--- src/rtl/ast_pkg.sv ---
// Constants for the asynchronous serial transceiver
package ast_pkg;
   localparam logic [4:0] CTRL1_OFS = 5'h00;
   localparam logic [4:0] CTRL2_OFS = 5'h04;
   localparam logic [4:0] STAT_OFS = 5'h08;
   localparam logic [4:0] BAUD_OFS = 5'h0C;
   localparam logic [4:0] DATA_OFS = 5'h10;
   localparam logic [4:0] RXEP_OFS = 5'h14;
   localparam logic [4:0] TXEP_OFS = 5'h18;
   // Control one fields
   localparam int C1_RX9 = 7;
   localparam int C1_TX9 = 6;
   localparam int C1_WL = 4;
   // Control two fields
   localparam int C2_TEIE = 7;
   localparam int C2_TX_DONE_IRQ_EN = 6;
   localparam int C2_RIE = 5;
   localparam int C2_IDLE_IRQ_EN = 4;
   localparam int C2_TXON = 3;
   localparam int C2_RXON = 2;
   localparam int C2_BRK = 0;
   // Status fields
   localparam int S_TX_EMPTY_FLAG = 7;
   localparam int S_TC = 6;
   localparam int S_RX_FULL_FLAG = 5;
   localparam int S_IDLE = 4;
   localparam int S_OR = 3;
   localparam int S_NF = 2;
   localparam int S_FE = 1;
   localparam logic [7:0] STAT_RST = 8'hC0;
   localparam logic [1:0] AXI_OKAY = 2'h0;
   localparam logic [1:0] AXI_SLVERR = 2'h2;
   localparam logic [3:0] OVS_LAST = 4'hF;
   localparam logic [3:0] OVS_S1 = 4'h7;
   localparam logic [3:0] OVS_S2 = 4'h8;
   localparam logic [3:0] OVS_S3 = 4'h9;
   localparam logic [3:0] OVS_HALF = 4'h7;
   localparam logic [3:0] FRAME8 = 4'hA;
   localparam logic [3:0] FRAME9 = 4'hB;
   localparam logic [3:0] DIV_1 = 4'h1;
   localparam logic [3:0] DIV_3 = 4'h3;
   localparam logic [3:0] DIV_4 = 4'h4;
   localparam logic [3:0] DIV_13 = 4'hD;
   typedef enum logic [1:0] {TX_IDLE = 2'b00, TX_PRE = 2'b01, TX_SHIFT = 2'b11,
      TX_MARK = 2'b10} ast_tx_e;
endpackage : ast_pkg

--- src/rtl/async_serial_transceiver.sv ---
// Asynchronous serial transceiver with AXI4-Lite register slave
`timescale 1ns/1ns
////////////////////////////////////////////////////////////////////////////////
// How it works
// - Word length is 8 or 9 bits by the word length control bit.
// - Output is low for the start bit and high for the stop bit.
// - Idle character is 10 or 11 high bit times by word length.
// - Break is 10 low bits (plus a high 11th at 9-bit length), then one extra high bit.
// - Transmit LSB first; ninth bit taken from tx_ninth_bit.
// - Enabling transmitter sends 10 or 11 ones before first character.
// - Status read then data write clears tx empty and done flags.
// - Tx empty sets when buffer moves to shifter; interrupt when enabled.
// - Write while busy waits in buffer; write while idle starts at once.
// - Done sets after stop bit or break; interrupt when enabled.
// - Break repeats while send_break set; one high bit after last.
// - Toggling tx_on mid-character queues preamble, discards buffered data.
// - Receive LSB first; ninth bit stored in rx_ninth_bit.
// - Setting rx_on enables receiver to hunt for a start bit.
// - Received character goes to buffer, sets full flag, interrupt.
// - Status read then data read clears full flag; else overrun.
// - Idle line after activity sets idle flag only; interrupt when enabled.
// - Overrun sets flag, keeps buffer, interrupt; cleared by sequence.
// - Noise sets flag with full flag; no own interrupt; sequence clears.
// - Missing stop or break sets framing flag; sequence clears.
// - Received break reports framing with data 00h.
// - Baud is clock over 16, base divisor and power of two.
// - Nonzero extended prescaler divides the bit clock further.
// - Enabled idle output is high; disabled releases pin to port.
module async_serial_transceiver (
   input wire logic mclk,
   input wire logic rst_n,
   input wire logic [4:0] s_axi_awaddr,
   input wire logic s_axi_awvalid,
   output logic s_axi_awready,
   input wire logic [31:0] s_axi_wdata,
   input wire logic [3:0] s_axi_wstrb,
   input wire logic s_axi_wvalid,
   output logic s_axi_wready,
   output logic [1:0] s_axi_bresp,
   output logic s_axi_bvalid,
   input wire logic s_axi_bready,
   input wire logic [4:0] s_axi_araddr,
   input wire logic s_axi_arvalid,
   output logic s_axi_arready,
   output logic [31:0] s_axi_rdata,
   output logic [1:0] s_axi_rresp,
   output logic s_axi_rvalid,
   input wire logic s_axi_rready,
   input wire logic serial_in_pin,
   output logic serial_out_pin,
   output logic serial_out_en,
   output logic irq
);
   logic [7:0] ctrl1Q, ctrl2Q, baudQ, rxEpQ, txEpQ, statQ;
   logic [4:0] awAddrQ;
   logic [31:0] wDataQ;
   logic awHeldQ, wHeldQ, wStrbQ, statSeenQ;
   logic wrFire, rdFire, dataWr, dataRd;
   logic wordLen, txOn, rxOn;
   assign wordLen = ctrl1Q[ast_pkg::C1_WL];
   assign txOn = ctrl2Q[ast_pkg::C2_TXON];
   assign rxOn = ctrl2Q[ast_pkg::C2_RXON];
   ////////////////////////////////////////////////////////////////////////////
   // Bus slave: address and data latched independently
   assign s_axi_awready = !awHeldQ && !s_axi_bvalid;
   assign s_axi_wready = !wHeldQ && !s_axi_bvalid;
   assign s_axi_arready = !s_axi_rvalid;
   assign wrFire = awHeldQ && wHeldQ && !s_axi_bvalid;
   assign rdFire = s_axi_arvalid && s_axi_arready;
   assign dataWr = wrFire && wStrbQ && awAddrQ == ast_pkg::DATA_OFS;
   assign dataRd = rdFire && s_axi_araddr == ast_pkg::DATA_OFS;
   always_ff @(posedge mclk)
   begin
      if (!rst_n)
      begin
         awHeldQ <= 1'b0;
         wHeldQ <= 1'b0;
         awAddrQ <= 5'h00;
         wDataQ <= 32'h0;
         wStrbQ <= 1'b0;
         s_axi_bvalid <= 1'b0;
         s_axi_bresp <= ast_pkg::AXI_OKAY;
      end
      else
      begin
         if (s_axi_awvalid && s_axi_awready)
         begin
            awHeldQ <= 1'b1;
            awAddrQ <= s_axi_awaddr;
         end
         if (s_axi_wvalid && s_axi_wready)
         begin
            wHeldQ <= 1'b1;
            wDataQ <= s_axi_wdata;
            // Strobe kept with its data; the master may move on after the handshake
            wStrbQ <= s_axi_wstrb[0];
         end
         if (wrFire)
         begin
            awHeldQ <= 1'b0;
            wHeldQ <= 1'b0;
            s_axi_bvalid <= 1'b1;
            s_axi_bresp <= (awAddrQ > ast_pkg::TXEP_OFS || awAddrQ[1:0] != 2'h0 ||
               awAddrQ == ast_pkg::STAT_OFS) ? ast_pkg::AXI_SLVERR : ast_pkg::AXI_OKAY;
         end
         else if (s_axi_bvalid && s_axi_bready)
            s_axi_bvalid <= 1'b0;
      end
   end
   // Only byte lane 0 carries register bits
   always_ff @(posedge mclk)
   begin
      if (!rst_n)
      begin
         ctrl1Q[ast_pkg::C1_TX9:0] <= 7'h00;
         ctrl2Q <= 8'h00;
         baudQ <= 8'h00;
         rxEpQ <= 8'h00;
         txEpQ <= 8'h00;
      end
      else if (wrFire && wStrbQ)
      begin
         unique case (awAddrQ)
            ast_pkg::CTRL1_OFS: ctrl1Q[ast_pkg::C1_TX9:0] <= wDataQ[ast_pkg::C1_TX9:0];
            ast_pkg::CTRL2_OFS: ctrl2Q <= wDataQ[7:0];
            ast_pkg::BAUD_OFS: baudQ <= wDataQ[7:0];
            ast_pkg::RXEP_OFS: rxEpQ <= wDataQ[7:0];
            ast_pkg::TXEP_OFS: txEpQ <= wDataQ[7:0];
            default: ;
         endcase
      end
   end
   ////////////////////////////////////////////////////////////////////////////
   // Baud generators: one 16x tick per channel
   function automatic logic [3:0] baseDiv(input logic [1:0] sel);
      unique case (sel)
         2'h0: baseDiv = ast_pkg::DIV_1;
         2'h1: baseDiv = ast_pkg::DIV_3;
         2'h2: baseDiv = ast_pkg::DIV_4;
         default: baseDiv = ast_pkg::DIV_13;
      endcase
   endfunction : baseDiv
   logic [1:0] tick16;
   genvar g;
   generate
      for (g = 0; g < 2; g++)
      begin : gBaud
         logic [18:0] cntQ;
         logic [18:0] lim;
         logic [7:0] ep;
         logic [2:0] pow;
         assign ep = (g == 0) ? txEpQ : rxEpQ;
         assign pow = (g == 0) ? baudQ[5:3] : baudQ[2:0];
         assign lim = 19'((({15'h0, baseDiv(baudQ[7:6])} << pow) *
            ((ep == 8'h00) ? 19'h1 : {11'h0, ep})) - 19'h1);
         always_ff @(posedge mclk)
         begin
            if (!rst_n || cntQ >= lim)
               cntQ <= 19'h0;
            else
               cntQ <= cntQ + 19'h1;
         end
         assign tick16[g] = (cntQ >= lim);
      end
   endgenerate
   ////////////////////////////////////////////////////////////////////////////
   // Transmitter
   ast_pkg::ast_tx_e txStQ;
   logic [9:0] txShQ;
   logic [8:0] tdrQ;
   logic [3:0] txOvsQ, txBitQ;
   logic tdrFullQ, txOnQ, prePendQ, brkTailQ, txLineQ, tdreSet, tcSet, frameEnd;
   logic [3:0] frameBits;
   assign frameBits = wordLen ? ast_pkg::FRAME9 : ast_pkg::FRAME8;
   assign frameEnd = tick16[0] && txOvsQ == ast_pkg::OVS_LAST && txBitQ == frameBits - 4'h1;
   always_ff @(posedge mclk)
   begin
      if (!rst_n)
      begin
         txStQ <= ast_pkg::TX_IDLE;
         txShQ <= 10'h3FF;
         tdrQ <= 9'h0;
         tdrFullQ <= 1'b0;
         txOvsQ <= 4'h0;
         txBitQ <= 4'h0;
         txOnQ <= 1'b0;
         prePendQ <= 1'b0;
         brkTailQ <= 1'b0;
         txLineQ <= 1'b1;
      end
      else
      begin
         txOnQ <= txOn;
         if (txOn && !txOnQ)
            prePendQ <= 1'b1;
         if (!txOn)
            tdrFullQ <= 1'b0;
         if (tick16[0] && txStQ != ast_pkg::TX_IDLE)
            txOvsQ <= txOvsQ + 4'h1;
         if (tick16[0] && txOvsQ == ast_pkg::OVS_LAST && txStQ != ast_pkg::TX_IDLE)
         begin
            txBitQ <= txBitQ + 4'h1;
            txShQ <= {1'b1, txShQ[9:1]};
            txLineQ <= txShQ[1];
         end
         if (dataWr && txOn)
         begin
            tdrQ <= {ctrl1Q[ast_pkg::C1_TX9], wDataQ[7:0]};
            tdrFullQ <= 1'b1;
         end
         if (txStQ == ast_pkg::TX_IDLE || frameEnd)
         begin
            txOvsQ <= 4'h0;
            txBitQ <= 4'h0;
            // A cleared enable lets the character in flight finish first
            if (!txOn)
            begin
               txStQ <= ast_pkg::TX_IDLE;
               txLineQ <= 1'b1;
            end
            else if (prePendQ || (txOn && !txOnQ))
            begin
               prePendQ <= 1'b0;
               txStQ <= ast_pkg::TX_PRE;
               txShQ <= 10'h3FF;
               txLineQ <= 1'b1;
            end
            else if (ctrl2Q[ast_pkg::C2_BRK])
            begin
               txStQ <= ast_pkg::TX_SHIFT;
               txShQ <= 10'h000;
               txLineQ <= 1'b0;
               brkTailQ <= 1'b1;
            end
            else if (brkTailQ)
            begin
               txStQ <= ast_pkg::TX_MARK;
               txBitQ <= frameBits - 4'h1;
               txShQ <= 10'h3FF;
               txLineQ <= 1'b1;
               brkTailQ <= 1'b0;
            end
            else if (tdrFullQ || (dataWr && txStQ == ast_pkg::TX_IDLE))
            begin
               txStQ <= ast_pkg::TX_SHIFT;
               tdrFullQ <= 1'b0;
               txShQ <= tdrFullQ ?
                  (wordLen ? {tdrQ, 1'b0} : {1'b1, tdrQ[7:0], 1'b0}) :
                  (wordLen ? {ctrl1Q[ast_pkg::C1_TX9], wDataQ[7:0], 1'b0} :
                             {1'b1, wDataQ[7:0], 1'b0});
               txLineQ <= 1'b0;
            end
            else
            begin
               txStQ <= ast_pkg::TX_IDLE;
               txLineQ <= 1'b1;
            end
         end
      end
   end
   // Empty flag set on the transfer that empties the holding buffer; done flag at frame end
   assign tdreSet = txOn && (txStQ == ast_pkg::TX_IDLE || frameEnd)
      && !prePendQ && !(txOn && !txOnQ) && !ctrl2Q[ast_pkg::C2_BRK] && !brkTailQ &&
      (tdrFullQ || (dataWr && txStQ == ast_pkg::TX_IDLE));
   assign tcSet = frameEnd && txStQ != ast_pkg::TX_PRE;
   assign serial_out_pin = txLineQ;
   assign serial_out_en = txOn || txStQ != ast_pkg::TX_IDLE;
   ////////////////////////////////////////////////////////////////////////////
   // Receiver
   logic rxS1Q, rxS2Q, rxOnQ, rxBusyQ, noiseQ, vote, voteNz;
   logic [3:0] rxOvsQ, rxBitQ, idleCntQ, idleOvsQ;
   logic [9:0] rxShQ;
   logic [2:0] smpQ;
   logic [8:0] rdrQ;
   logic rxDone, rxFrameErr, rxNoise, idleDet, idleArmQ;
   always_ff @(posedge mclk)
   begin
      if (!rst_n)
      begin
         rxS1Q <= 1'b1;
         rxS2Q <= 1'b1;
      end
      else
      begin
         rxS1Q <= serial_in_pin;
         rxS2Q <= rxS1Q;
      end
   end
   assign vote = (smpQ[0] & smpQ[1]) | (smpQ[1] & smpQ[2]) | (smpQ[0] & smpQ[2]);
   assign voteNz = !(smpQ == 3'b000 || smpQ == 3'b111);
   assign rxDone = rxBusyQ && tick16[1] && rxOvsQ == ast_pkg::OVS_LAST &&
      rxBitQ == frameBits - 4'h1;
   assign rxFrameErr = !vote;
   assign rxNoise = noiseQ || voteNz;
   assign idleDet = idleArmQ && rxOn && !rxBusyQ && tick16[1] && idleOvsQ == ast_pkg::OVS_LAST
      && idleCntQ == frameBits - 4'h1;
   always_ff @(posedge mclk)
   begin
      if (!rst_n)
      begin
         rxBusyQ <= 1'b0;
         rxOvsQ <= 4'h0;
         rxBitQ <= 4'h0;
         rxShQ <= 10'h0;
         smpQ <= 3'h7;
         noiseQ <= 1'b0;
         rxOnQ <= 1'b0;
      end
      else
      begin
         rxOnQ <= rxOn;
         if (!rxOn || !rxOnQ)
            rxBusyQ <= 1'b0;
         else if (tick16[1])
         begin
            if (!rxBusyQ)
            begin
               if (!rxS2Q)
               begin
                  rxBusyQ <= 1'b1;
                  rxOvsQ <= 4'h1;
                  rxBitQ <= 4'h0;
                  noiseQ <= 1'b0;
               end
            end
            else
            begin
               rxOvsQ <= rxOvsQ + 4'h1;
               if (rxOvsQ == ast_pkg::OVS_S1)
                  smpQ[0] <= rxS2Q;
               if (rxOvsQ == ast_pkg::OVS_S2)
                  smpQ[1] <= rxS2Q;
               if (rxOvsQ == ast_pkg::OVS_S3)
                  smpQ[2] <= rxS2Q;
               if (rxOvsQ == ast_pkg::OVS_LAST)
               begin
                  rxBitQ <= rxBitQ + 4'h1;
                  rxShQ <= {vote, rxShQ[9:1]};
                  noiseQ <= rxNoise;
                  if (rxBitQ == 4'h0 && vote)
                     rxBusyQ <= 1'b0; // False start
                  if (rxDone)
                     rxBusyQ <= 1'b0;
               end
            end
         end
      end
   end
   // Idle detection counts a full character of high after activity
   always_ff @(posedge mclk)
   begin
      if (!rst_n || !rxOn || rxBusyQ || !rxS2Q)
      begin
         idleCntQ <= 4'h0;
         idleOvsQ <= 4'h0;
      end
      else if (tick16[1])
      begin
         idleOvsQ <= idleOvsQ + 4'h1;
         if (idleOvsQ == ast_pkg::OVS_LAST)
            idleCntQ <= idleDet ? 4'h0 : idleCntQ + 4'h1;
      end
   end
   always_ff @(posedge mclk)
   begin
      if (!rst_n || idleDet)
         idleArmQ <= 1'b0;
      else if (rxBusyQ)
         idleArmQ <= 1'b1;
   end
   ////////////////////////////////////////////////////////////////////////////
   // Status flags: hardware set wins over software clear
   logic clrTx, clrRx;
   assign clrTx = dataWr && statSeenQ;
   assign clrRx = dataRd && statSeenQ;
   always_ff @(posedge mclk)
   begin
      if (!rst_n)
         statSeenQ <= 1'b0;
      else if (rdFire && s_axi_araddr == ast_pkg::STAT_OFS)
         statSeenQ <= 1'b1;
      else if (dataWr || dataRd)
         statSeenQ <= 1'b0;
   end
   always_ff @(posedge mclk)
   begin
      if (!rst_n)
      begin
         statQ <= ast_pkg::STAT_RST;
         rdrQ <= 9'h0;
      end
      else
      begin
         if (clrTx)
         begin
            statQ[ast_pkg::S_TX_EMPTY_FLAG] <= 1'b0;
            statQ[ast_pkg::S_TC] <= 1'b0;
         end
         if (clrRx)
         begin
            statQ[ast_pkg::S_RX_FULL_FLAG] <= 1'b0;
            statQ[ast_pkg::S_IDLE] <= 1'b0;
            statQ[ast_pkg::S_OR] <= 1'b0;
            statQ[ast_pkg::S_NF] <= 1'b0;
            statQ[ast_pkg::S_FE] <= 1'b0;
         end
         if (tdreSet)
            statQ[ast_pkg::S_TX_EMPTY_FLAG] <= 1'b1;
         if (tcSet)
            statQ[ast_pkg::S_TC] <= 1'b1;
         if (idleDet)
            statQ[ast_pkg::S_IDLE] <= 1'b1;
         if (rxDone)
         begin
            if (statQ[ast_pkg::S_RX_FULL_FLAG] && !clrRx)
               statQ[ast_pkg::S_OR] <= 1'b1;
            else
            begin
               statQ[ast_pkg::S_RX_FULL_FLAG] <= 1'b1;
               statQ[ast_pkg::S_NF] <= rxNoise;
               statQ[ast_pkg::S_FE] <= rxFrameErr;
               // Shift word aligned above the start bit
               rdrQ <= wordLen ? rxShQ[9:1] : {1'b0, rxShQ[9:2]};
            end
         end
      end
   end
   always_ff @(posedge mclk)
   begin
      if (!rst_n)
         ctrl1Q[ast_pkg::C1_RX9] <= 1'b0;
      else if (rxDone && !(statQ[ast_pkg::S_RX_FULL_FLAG] && !clrRx) && wordLen)
         ctrl1Q[ast_pkg::C1_RX9] <= rxShQ[9];
   end
   // One combined request line
   always_ff @(posedge mclk)
   begin
      if (!rst_n)
         irq <= 1'b0;
      else
         irq <= (statQ[ast_pkg::S_TX_EMPTY_FLAG] && ctrl2Q[ast_pkg::C2_TEIE]) ||
            (statQ[ast_pkg::S_TC] && ctrl2Q[ast_pkg::C2_TX_DONE_IRQ_EN]) ||
            ((statQ[ast_pkg::S_RX_FULL_FLAG] || statQ[ast_pkg::S_OR]) && ctrl2Q[ast_pkg::C2_RIE]) ||
            (statQ[ast_pkg::S_IDLE] && ctrl2Q[ast_pkg::C2_IDLE_IRQ_EN]);
   end
   ////////////////////////////////////////////////////////////////////////////
   // Read channel
   always_ff @(posedge mclk)
   begin
      if (!rst_n)
      begin
         s_axi_rvalid <= 1'b0;
         s_axi_rdata <= 32'h0;
         s_axi_rresp <= ast_pkg::AXI_OKAY;
      end
      else if (rdFire)
      begin
         s_axi_rvalid <= 1'b1;
         s_axi_rresp <= ast_pkg::AXI_OKAY;
         unique case (s_axi_araddr)
            ast_pkg::CTRL1_OFS: s_axi_rdata <= {24'h0, ctrl1Q};
            ast_pkg::CTRL2_OFS: s_axi_rdata <= {24'h0, ctrl2Q};
            ast_pkg::STAT_OFS: s_axi_rdata <= {24'h0, statQ};
            ast_pkg::BAUD_OFS: s_axi_rdata <= {24'h0, baudQ};
            ast_pkg::DATA_OFS: s_axi_rdata <= {24'h0, rdrQ[7:0]};
            ast_pkg::RXEP_OFS: s_axi_rdata <= {24'h0, rxEpQ};
            ast_pkg::TXEP_OFS: s_axi_rdata <= {24'h0, txEpQ};
            default:
            begin
               s_axi_rdata <= 32'h0;
               s_axi_rresp <= ast_pkg::AXI_SLVERR;
            end
         endcase
      end
      else if (s_axi_rready)
         s_axi_rvalid <= 1'b0;
   end
   ////////////////////////////////////////////////////////////////////////////
   // Checks
   property p_start_low;
      @(posedge mclk) disable iff (!rst_n)
      (txStQ == ast_pkg::TX_IDLE && dataWr && txOn && !prePendQ && txOnQ &&
       !ctrl2Q[ast_pkg::C2_BRK] && !brkTailQ) |=> !serial_out_pin;
   endproperty
   a_start_low: assert property (p_start_low) else $error("start bit not low");
   property p_idle_high;
      @(posedge mclk) disable iff (!rst_n)
      (txStQ == ast_pkg::TX_IDLE) |-> serial_out_pin;
   endproperty
   a_idle_high: assert property (p_idle_high) else $error("idle line not high");
   property p_tx_clear;
      @(posedge mclk) disable iff (!rst_n)
      (clrTx && !tdreSet && !tcSet) |=> !statQ[ast_pkg::S_TX_EMPTY_FLAG] && !statQ[ast_pkg::S_TC];
   endproperty
   a_tx_clear: assert property (p_tx_clear) else $error("tx flags not cleared");
   property p_no_clear_without_stat;
      @(posedge mclk) disable iff (!rst_n)
      (statQ[ast_pkg::S_RX_FULL_FLAG] && !statSeenQ) |=> statQ[ast_pkg::S_RX_FULL_FLAG];
   endproperty
   a_no_clear_without_stat: assert property (p_no_clear_without_stat)
      else $error("full flag cleared out of order");
   property p_overrun_keeps;
      @(posedge mclk) disable iff (!rst_n)
      (rxDone && statQ[ast_pkg::S_RX_FULL_FLAG] && !clrRx) |=>
         statQ[ast_pkg::S_OR] && $stable(rdrQ);
   endproperty
   a_overrun_keeps: assert property (p_overrun_keeps) else $error("overrun lost");
   property p_rx_full;
      @(posedge mclk) disable iff (!rst_n)
      (rxDone && !statQ[ast_pkg::S_RX_FULL_FLAG]) |=> statQ[ast_pkg::S_RX_FULL_FLAG];
   endproperty
   a_rx_full: assert property (p_rx_full) else $error("full flag not set");
   property p_tc_set;
      @(posedge mclk) disable iff (!rst_n)
      tcSet |=> statQ[ast_pkg::S_TC];
   endproperty
   a_tc_set: assert property (p_tc_set) else $error("done flag not set");
   property p_disabled_release;
      @(posedge mclk) disable iff (!rst_n)
      !serial_out_en |=> txStQ == ast_pkg::TX_IDLE && serial_out_pin;
   endproperty
   a_disabled_release: assert property (p_disabled_release)
      else $error("pin driven while disabled");
endmodule : async_serial_transceiver

--- config.mk ---
export PLATFORM = sky130hd
export DESIGN_NAME = async_serial_transceiver
export DESIGN_NICKNAME = d
export VERILOG_FILES = /design/src/rtl/ast_pkg.sv /design/src/rtl/async_serial_transceiver.sv
export SDC_FILE = /design/constraint.sdc
export NUM_CORES = 1
export LEC_CHECK = 0
export ABC_AREA = 1
export BUFFER_PORTS_ARGS = -buffer_cell sky130_fd_sc_hd__buf_2
export CAP_MARGIN = 10
export CORE_MARGIN = 1.5
export CORE_UTILIZATION = 25
export CTS_CLUSTER_DIAMETER = 100
export DETAILED_ROUTE_END_ITERATION = 10
export PLACE_DENSITY = 0.44
export SYNTH_ARGS = -nofsm -noshare
export SYNTH_HDL_FRONTEND = slang
export SYNTH_SLANG_ARGS = --single-unit
--- constraint.sdc ---
create_clock -name mclk -period 6.5 [get_ports mclk]
set_input_delay 0.65 -clock mclk [delete_from_list [all_inputs] [get_ports mclk]]
set_output_delay 0.65 -clock mclk [all_outputs]
set_load 0.005 [all_outputs]
==> flow_summary.json, run 1 <==
{
  "synth_seq_cells": 190,
  "portBuffers": 44,
  "grt_pass1_vias": 14314,
  "setup_viol": 0,
  "synthFlopType": "dfxtp_1",
  "fillers": 6913,
  "period_share_pct": 99.16,
  "p_comb_share_pct": 13.2,
  "drive_gt1_share_pct": 23.34,
  "hold_start": "serial_in_pin",
  "cts_tree": "yes",
  "sw_frac_of_total_pct": 29.83,
  "dpl_worst_slack_ns": -0.4111,
  "p_total_mw": 2.634,
  "cts-buffers-inserted": 17,
  "hold_path_class": "in2reg",
  "holdPathEnd": "rxS1Q$_SDFF_PN1_",
  "final_util_pct": 31.99,
  "m1WireLength_um": 21080,
  "postCtsHoldBufs": 0,
  "clk_latency_ns": 0.49,
  "required_ns": 6.92,
  "die-area_sq_mm": 0.06647,
  "grtUsageTotal_pct": 13.75,
  "cts_buffer_depth": 2,
  "wirelength_um": 45160,
  "htree_levels": 4,
  "max_freq_mhz": 155.2,
  "clock_skew_ns": 0.01321,
  "cp-end-kind": "flop",
  "num_antenna_cells": 0,
  "gp_congestion": 0.8174,
  "synth_area_leaders": "dfxtp_1 (23%), fa_1 (15%), ha_1 (11%)",
  "mostFrequentLayoutCells": "nand2_1 (367), inv_1 (326), nor2_1 (219)",
  "fp.dieW_um": 257.8,
  "syn_area_sq_mm": 0.01623,
  "start_kind": "flop",
  "pwr-share-seq_pct": 45.7,
  "final_common_cell": "nand2_1",
  "dr_wl_met3_um": 1031,
  "final_nets": 2740,
  "fin_crit_ns": 6.445,
  "r2r-end": "ctrl1Q[7]$_SDFFE_PN0P_",
  "drv_slew": 0,
  "cp_slowest_cell": "fa_1",
  "pwr_density_cell_mw_per_mm2": 127.9,
  "crit_fanout": 6,
  "drtIter0Drc": 710,
  "area_growth_pct": 26.81,
  "placed_cells": 3225,
  "reg2reg_depth": 36,
  "reg2reg_from": "baudQ[7]$_SDFFE_PN0P_",
  "fp.coreArea_sq_mm": 0.06435,
  "fp.dieH_um": 257.8,
  "yosys.area.top_type": "dfxtp_1",
  "drc": 0,
  "top_layer": "met4",
  "outcome": "complete, no violations",
  "cts_sinks": 190,
  "initial_core_util_pct": 25.23,
  "async_flop_share_pct": 0,
  "rows": 93,
  "antenna_left": 0,
  "critPathKind": "reg2reg",
  "syn_avg_cell_area_sq_um": 7.389,
  "holdWs_ns": 0.3567,
  "stdcell_count": 3297,
  "tightest_slew_ns": 1.101,
  "rsz0062_at_grt": "true",
  "worst_slack_ns": 0.05471,
  "root_buffer": "clkbuf_16",
  "slowest_delay_ns": 0.54,
  "synth-seq-area-share_pct": 23.43,
  "yosys.area.top_type_share_pct": 23.43,
  "synth_cell_types": 68,
  "power_frac_clock_pct": 41.0,
  "critPathTopFamily": "adder cells",
  "grt_first_pass_wirelength_um": 73620,
  "dpl.hpwl_um": 35150,
  "drv_cap": 0,
  "rrSetupSlack_ns": 0.05,
  "power.switching_mw": 0.7859,
  "synthCells": 2197,
  "drt-wirelength-per-cell_um": 13.70,
  "drt_first_pass_iters": 5,
  "relSlewSlack_pct": 26.34,
  "path_clk_slew_ns": 0.08,
  "io_pins": 98,
  "cp_num_buf_inv": 9,
  "route.met2.wl_um": 22300,
  "cp.arrival_ns": 6.87,
  "hold_viol": 0,
  "worstHoldPathCells": 2,
  "synth-edff-count": 0,
  "p_int_mw": 1.848,
  "antenna_found_initial": 3,
  "ir_worst_vdd_uv": 205.9,
  "leakagePower_nw": 9.159,
  "ys_warn_count": 0,
  "viasPerCell": 4.399,
  "overflow": 0,
  "dr_total_vias": 14505,
  "grt_max_degree": 77
}
[through the flow]
stage | area [sq um] | setup TNS (ns)
5_1_grt | 20590 | -15.43
3_3_place_gp | 18550 | -18.41
2_1_floorplan | 16330 | 0
3_5_place_dp | 18550 | -23.00
4_1_cts | 19630 | 0
6_report | 20590 | 0
[cell families (layout without fill, tap and decap cells)]
| group | after synthesis | after routing | synth area share [%] |
|---|---|---|---|
| buffers and inverters | 450 | 666 | 11.61 |
| flip-flops | 190 | 190 | 23.43 |
| AND/OR/NAND/NOR | 890 | 894 | 24.87 |
| other | 1 | 26 | 0.02310 |
| AO/OA/AOI/OAI | 358 | 358 | 12.05 |
| adder cells (fa/ha/maj) | 257 | 257 | 25.26 |
| XOR/XNOR | 51 | 51 | 2.751 |
[worst max-delay path by stage]
stage / start / to / cells after the start / slack (ns)
floorplan: baudQ[7]$_SDFFE_PN0P_ / txShQ[1]$_SDFF_PN1_ / 35 / 0.36
global placement: baudQ[6]$_SDFFE_PN0P_ / statQ[4]$_SDFFE_PN0P_ / 36 / -0.39
detailed placement: baudQ[7]$_SDFFE_PN0P_ / rdrQ[6]$_SDFFE_PN0P_ / 37 / -0.41
CTS: baudQ[7]$_SDFFE_PN0P_ / txBitQ[0]$_SDFFE_PN0P_ / 35 / 0.002
global route: baudQ[6]$_SDFFE_PN0P_ / txShQ[5]$_SDFF_PN1_ / 37 / -0.30
finish: baudQ[7]$_SDFFE_PN0P_ / ctrl1Q[7]$_SDFFE_PN0P_ / 36 / 0.05
[metal layers]
metal	global-route usage, %	vias to the layer above
met3	2.199	34
met2	23.69	130
met4	3.899	0
met1	17.68	6899
met5	0	-
li1	-	7442
[cells in the mapped netlist (all sizes together) (3+ instances only)]
cell and number:
xor2 38, a31oi 4, a21oi 157, a211oi 5
xnor2 13, o21a 3, a21boi 3, nor4 8
clkinv 7, o21ai 154, fa 118, or2 10
o22ai 8, and3 7, clkbuf 30, buf 50
a21o 5, nor2 276, o21bai 4, nand3 84
inv 362, a221oi 5, nand2 423, dfxtp 190
nor3b 7, ha 139, nor3 27, nand4 44
[what timing repair did]
item                                    4_1_cts  5_1_grt
pin swaps                                    56       92
endpoints found under the setup margin      107      108
setup buffers                                14       21
gates cloned                                  3        3
resized for setup                            86      203
[cell type report]
| class | count | area (sq um) | share of cell area, % |
|---|---|---|---|
| multi-input combinational | 1586 | 11610 | 56.39 |
| sequential | 190 | 3809 | 18.50 |
| timing repair buffer | 264 | 2087 | 10.14 |
| inverter | 370 | 1428 | 6.935 |
| tap | 855 | 1070 | 5.196 |
| clock buffer | 18 | 439.2 | 2.133 |
| clock inverter | 14 | 145.1 | 0.7050 |
[power by group through the flow]
stage,Clock (mW),Sequential (mW),Combinational (mW)
final,1.08,1.20,0.349
after detailed placement,0,1.23,0.241
after global routing,1.17,1.21,0.383
after global placement,0,1.23,0.236
after floorplan,0,1.22,0.171
after CTS,1.14,1.20,0.306
[registers in the layout (all words and copies together) (netlist names), 5 cells and up]
name and flops:
gBaud.cntQ 38, gBaud.ep 16, rxShQ 9, tdrQ 9, txShQ 9, baudQ 8, ctrl1Q 8, ctrl2Q 8
rdrQ 8, s_axi_rdata 8, wDataQ 8, statQ 7, awAddrQ 5
Power figures use the tool's default switching activity.
==> run 2, diff against run 1 <==
--- a/config.mk
+++ b/config.mk
@@ -8,7 +8,7 @@
 export ABC_AREA = 1
 export BUFFER_PORTS_ARGS = -buffer_cell sky130_fd_sc_hd__buf_2
 export CAP_MARGIN = 10
-export CORE_MARGIN = 1.5
+export CORE_MARGIN = 4
 export CORE_UTILIZATION = 25
 export CTS_CLUSTER_DIAMETER = 100
 export DETAILED_ROUTE_END_ITERATION = 10
==> run 2 against run 1 <==
The run now ends with negative setup slack left. First-iteration DRC count is 13% lower. Cell area is 0.28% lower. Global-route usage is 0.89 points lower. Largest power group unchanged.
==> flow_summary.json, run 2 (synthesis results as in run 1) <==
{
  "period_share_pct": 101.0,
  "max_freq_mhz": 152.3,
  "cts_buffer_depth": 2,
  "dr_total_vias": 14639,
  "fp.coreArea_sq_mm": 0.06435,
  "cp-end-kind": "flop",
  "required_ns": 6.89,
  "htree_levels": 4,
  "critPathKind": "reg2reg",
  "num_antenna_cells": 0,
  "mostFrequentLayoutCells": "nand2_1 (366), inv_1 (321), nor2_1 (217)",
  "path_clk_slew_ns": 0.08,
  "pwr_density_cell_mw_per_mm2": 126.5,
  "cts_tree": "yes",
  "stdcell_area_sq_mm": 0.02053,
  "leakagePower_nw": 9.231,
  "grt_pass1_vias": 14175,
  "dpl_worst_slack_ns": -0.4068,
  "clk_latency_ns": 0.49,
  "cp_slowest_cell": "fa_1",
  "fp.dieH_um": 262.8,
  "overflow": 0,
  "cp.arrival_ns": 6.96,
  "antenna_left": 0,
  "dpl.hpwl_um": 35500,
  "rows": 93,
  "die-area_sq_mm": 0.06908,
  "drv_slew": 0,
  "violations": "negative setup slack",
  "multi_input_area_sq_mm": 0.01158,
  "worst_slack_ns": -0.06594,
  "drv_cap": 0,
  "fillers": 6897,
  "setup_viol": 9,
  "tightest_slew_ns": 1.035,
  "cts-buffers-inserted": 17,
  "drc": 0,
  "drtIter0Drc": 617,
  "grt_first_pass_wirelength_um": 73020,
  "holdWs_ns": 0.3486,
  "regArea_sq_mm": 0.003815,
  "viasPerCell": 4.432,
  "drt_first_pass_iters": 5,
  "io_pins": 98,
  "grt_max_degree": 82,
  "portBuffers": 44,
  "final_common_cell": "nand2_1",
  "final_nets": 2746,
  "root_buffer": "clkbuf_16",
  "crit_fanout": 6,
  "cts_sinks": 190,
  "initial_core_util_pct": 25.23,
  "drive_gt1_share_pct": 23.53,
  "relSlewSlack_pct": 30.75,
  "hold_viol": 0,
  "fp.dieW_um": 262.8,
  "area_growth_pct": 26.46,
  "drt-wirelength-per-cell_um": 13.71,
  "hold_path_class": "in2reg",
  "wirelength_um": 45290,
  "largest_reg_flops": 38,
  "antenna_found_initial": 3,
  "gp_congestion": 0.8113,
  "placed_area_sq_mm": 0.01862,
  "start_kind": "flop",
  "slowest_delay_ns": 0.58,
  "postCtsHoldBufs": 0,
  "fin_crit_ns": 6.566,
  "ir_worst_vdd_uv": 181.1,
  "rsz0062_at_grt": "true",
  "clock_skew_ns": 0.01375,
  "grtUsageTotal_pct": 12.86,
  "outcome": "finished, violations left",
  "registers.top_by_ff_count": "gBaud.cntQ"
}
-- run 2: routing by layer --
metal / up-vias / track usage, % / wire length (um)
met3: 49 / 2.387 / 1140
met4: 0 / 3.775 / 1057
li1: 7449 / - / -
met5: - / 0 / 0
met2: 154 / 21.86 / 22040
met1: 6987 / 16.69 / 21050
-- run 2: worst paths after layout --
kind	slack, ns	endpoint	start	cells after the start
hold reg to reg	0.42	rxS2Q$_SDFF_PN1_	rxS1Q$_SDFF_PN1_	1
setup / recovery	-0.07	txShQ[8]$_SDFF_PN1_	baudQ[7]$_SDFFE_PN0P_	37
hold / removal	0.35	rxS1Q$_SDFF_PN1_	serial_in_pin	2
setup reg to reg	-0.07	txShQ[8]$_SDFF_PN1_	baudQ[7]$_SDFFE_PN0P_	37
-- run 2: where the power goes --
part	switching, mW	leakage, nW	total (mW)	internal (mW)
Combinational	0.189	7.41	0.303	0.114
Clock	0.520	0.286	1.09	0.569
Sequential	0.0274	1.54	1.20	1.18
Total	0.737	9.23	2.60	1.86
-- run 2: repair_timing --
item,4_1_cts,5_1_grt
setup buffers,14,21
pin swaps,59,117
resized for setup,98,186
gates cloned,3,1
setup endpoints to repair,108,108
endpoints found under the hold margin,0,0
-- run 2: per-stage QoR --
stage            TNS (ns)  utilization (%)  power [mW]  instances
6_report          -0.3594            31.90       2.596       3303
4_1_cts        -0.0002136            30.64       2.613       3284
5_1_grt            -21.89            31.90       2.705       3303
3_5_place_dp       -26.30            28.94       1.473       3235
3_3_place_gp       -19.09            28.94       1.468       3235
2_1_floorplan           0                -       1.388       2222
-- run 2: worst max-delay path: cells and delay by family (launching register included) --
| kind | cells | cell delay [ns] |
|---|---|---|
| adder cells (fa/ha/maj) | 6 | 2.68 |
| buffers and inverters | 6 | 0.60 |
| AO/OA/AOI/OAI | 5 | 0.47 |
| AND/OR/NAND/NOR | 19 | 2.22 |
| flip-flops | 1 | 0.36 |
| XOR/XNOR | 1 | 0.14 |
-- run 2: area by class of cell --
type | count | area share, %
Sequential cell | 190 | 18.58
Clock buffer | 21 | 2.292
Timing Repair Buffer | 271 | 9.946
Clock inverter | 11 | 0.5973
Tap cell | 855 | 5.211
Inverter | 370 | 6.984
Multi-Input combinational cell | 1585 | 56.39
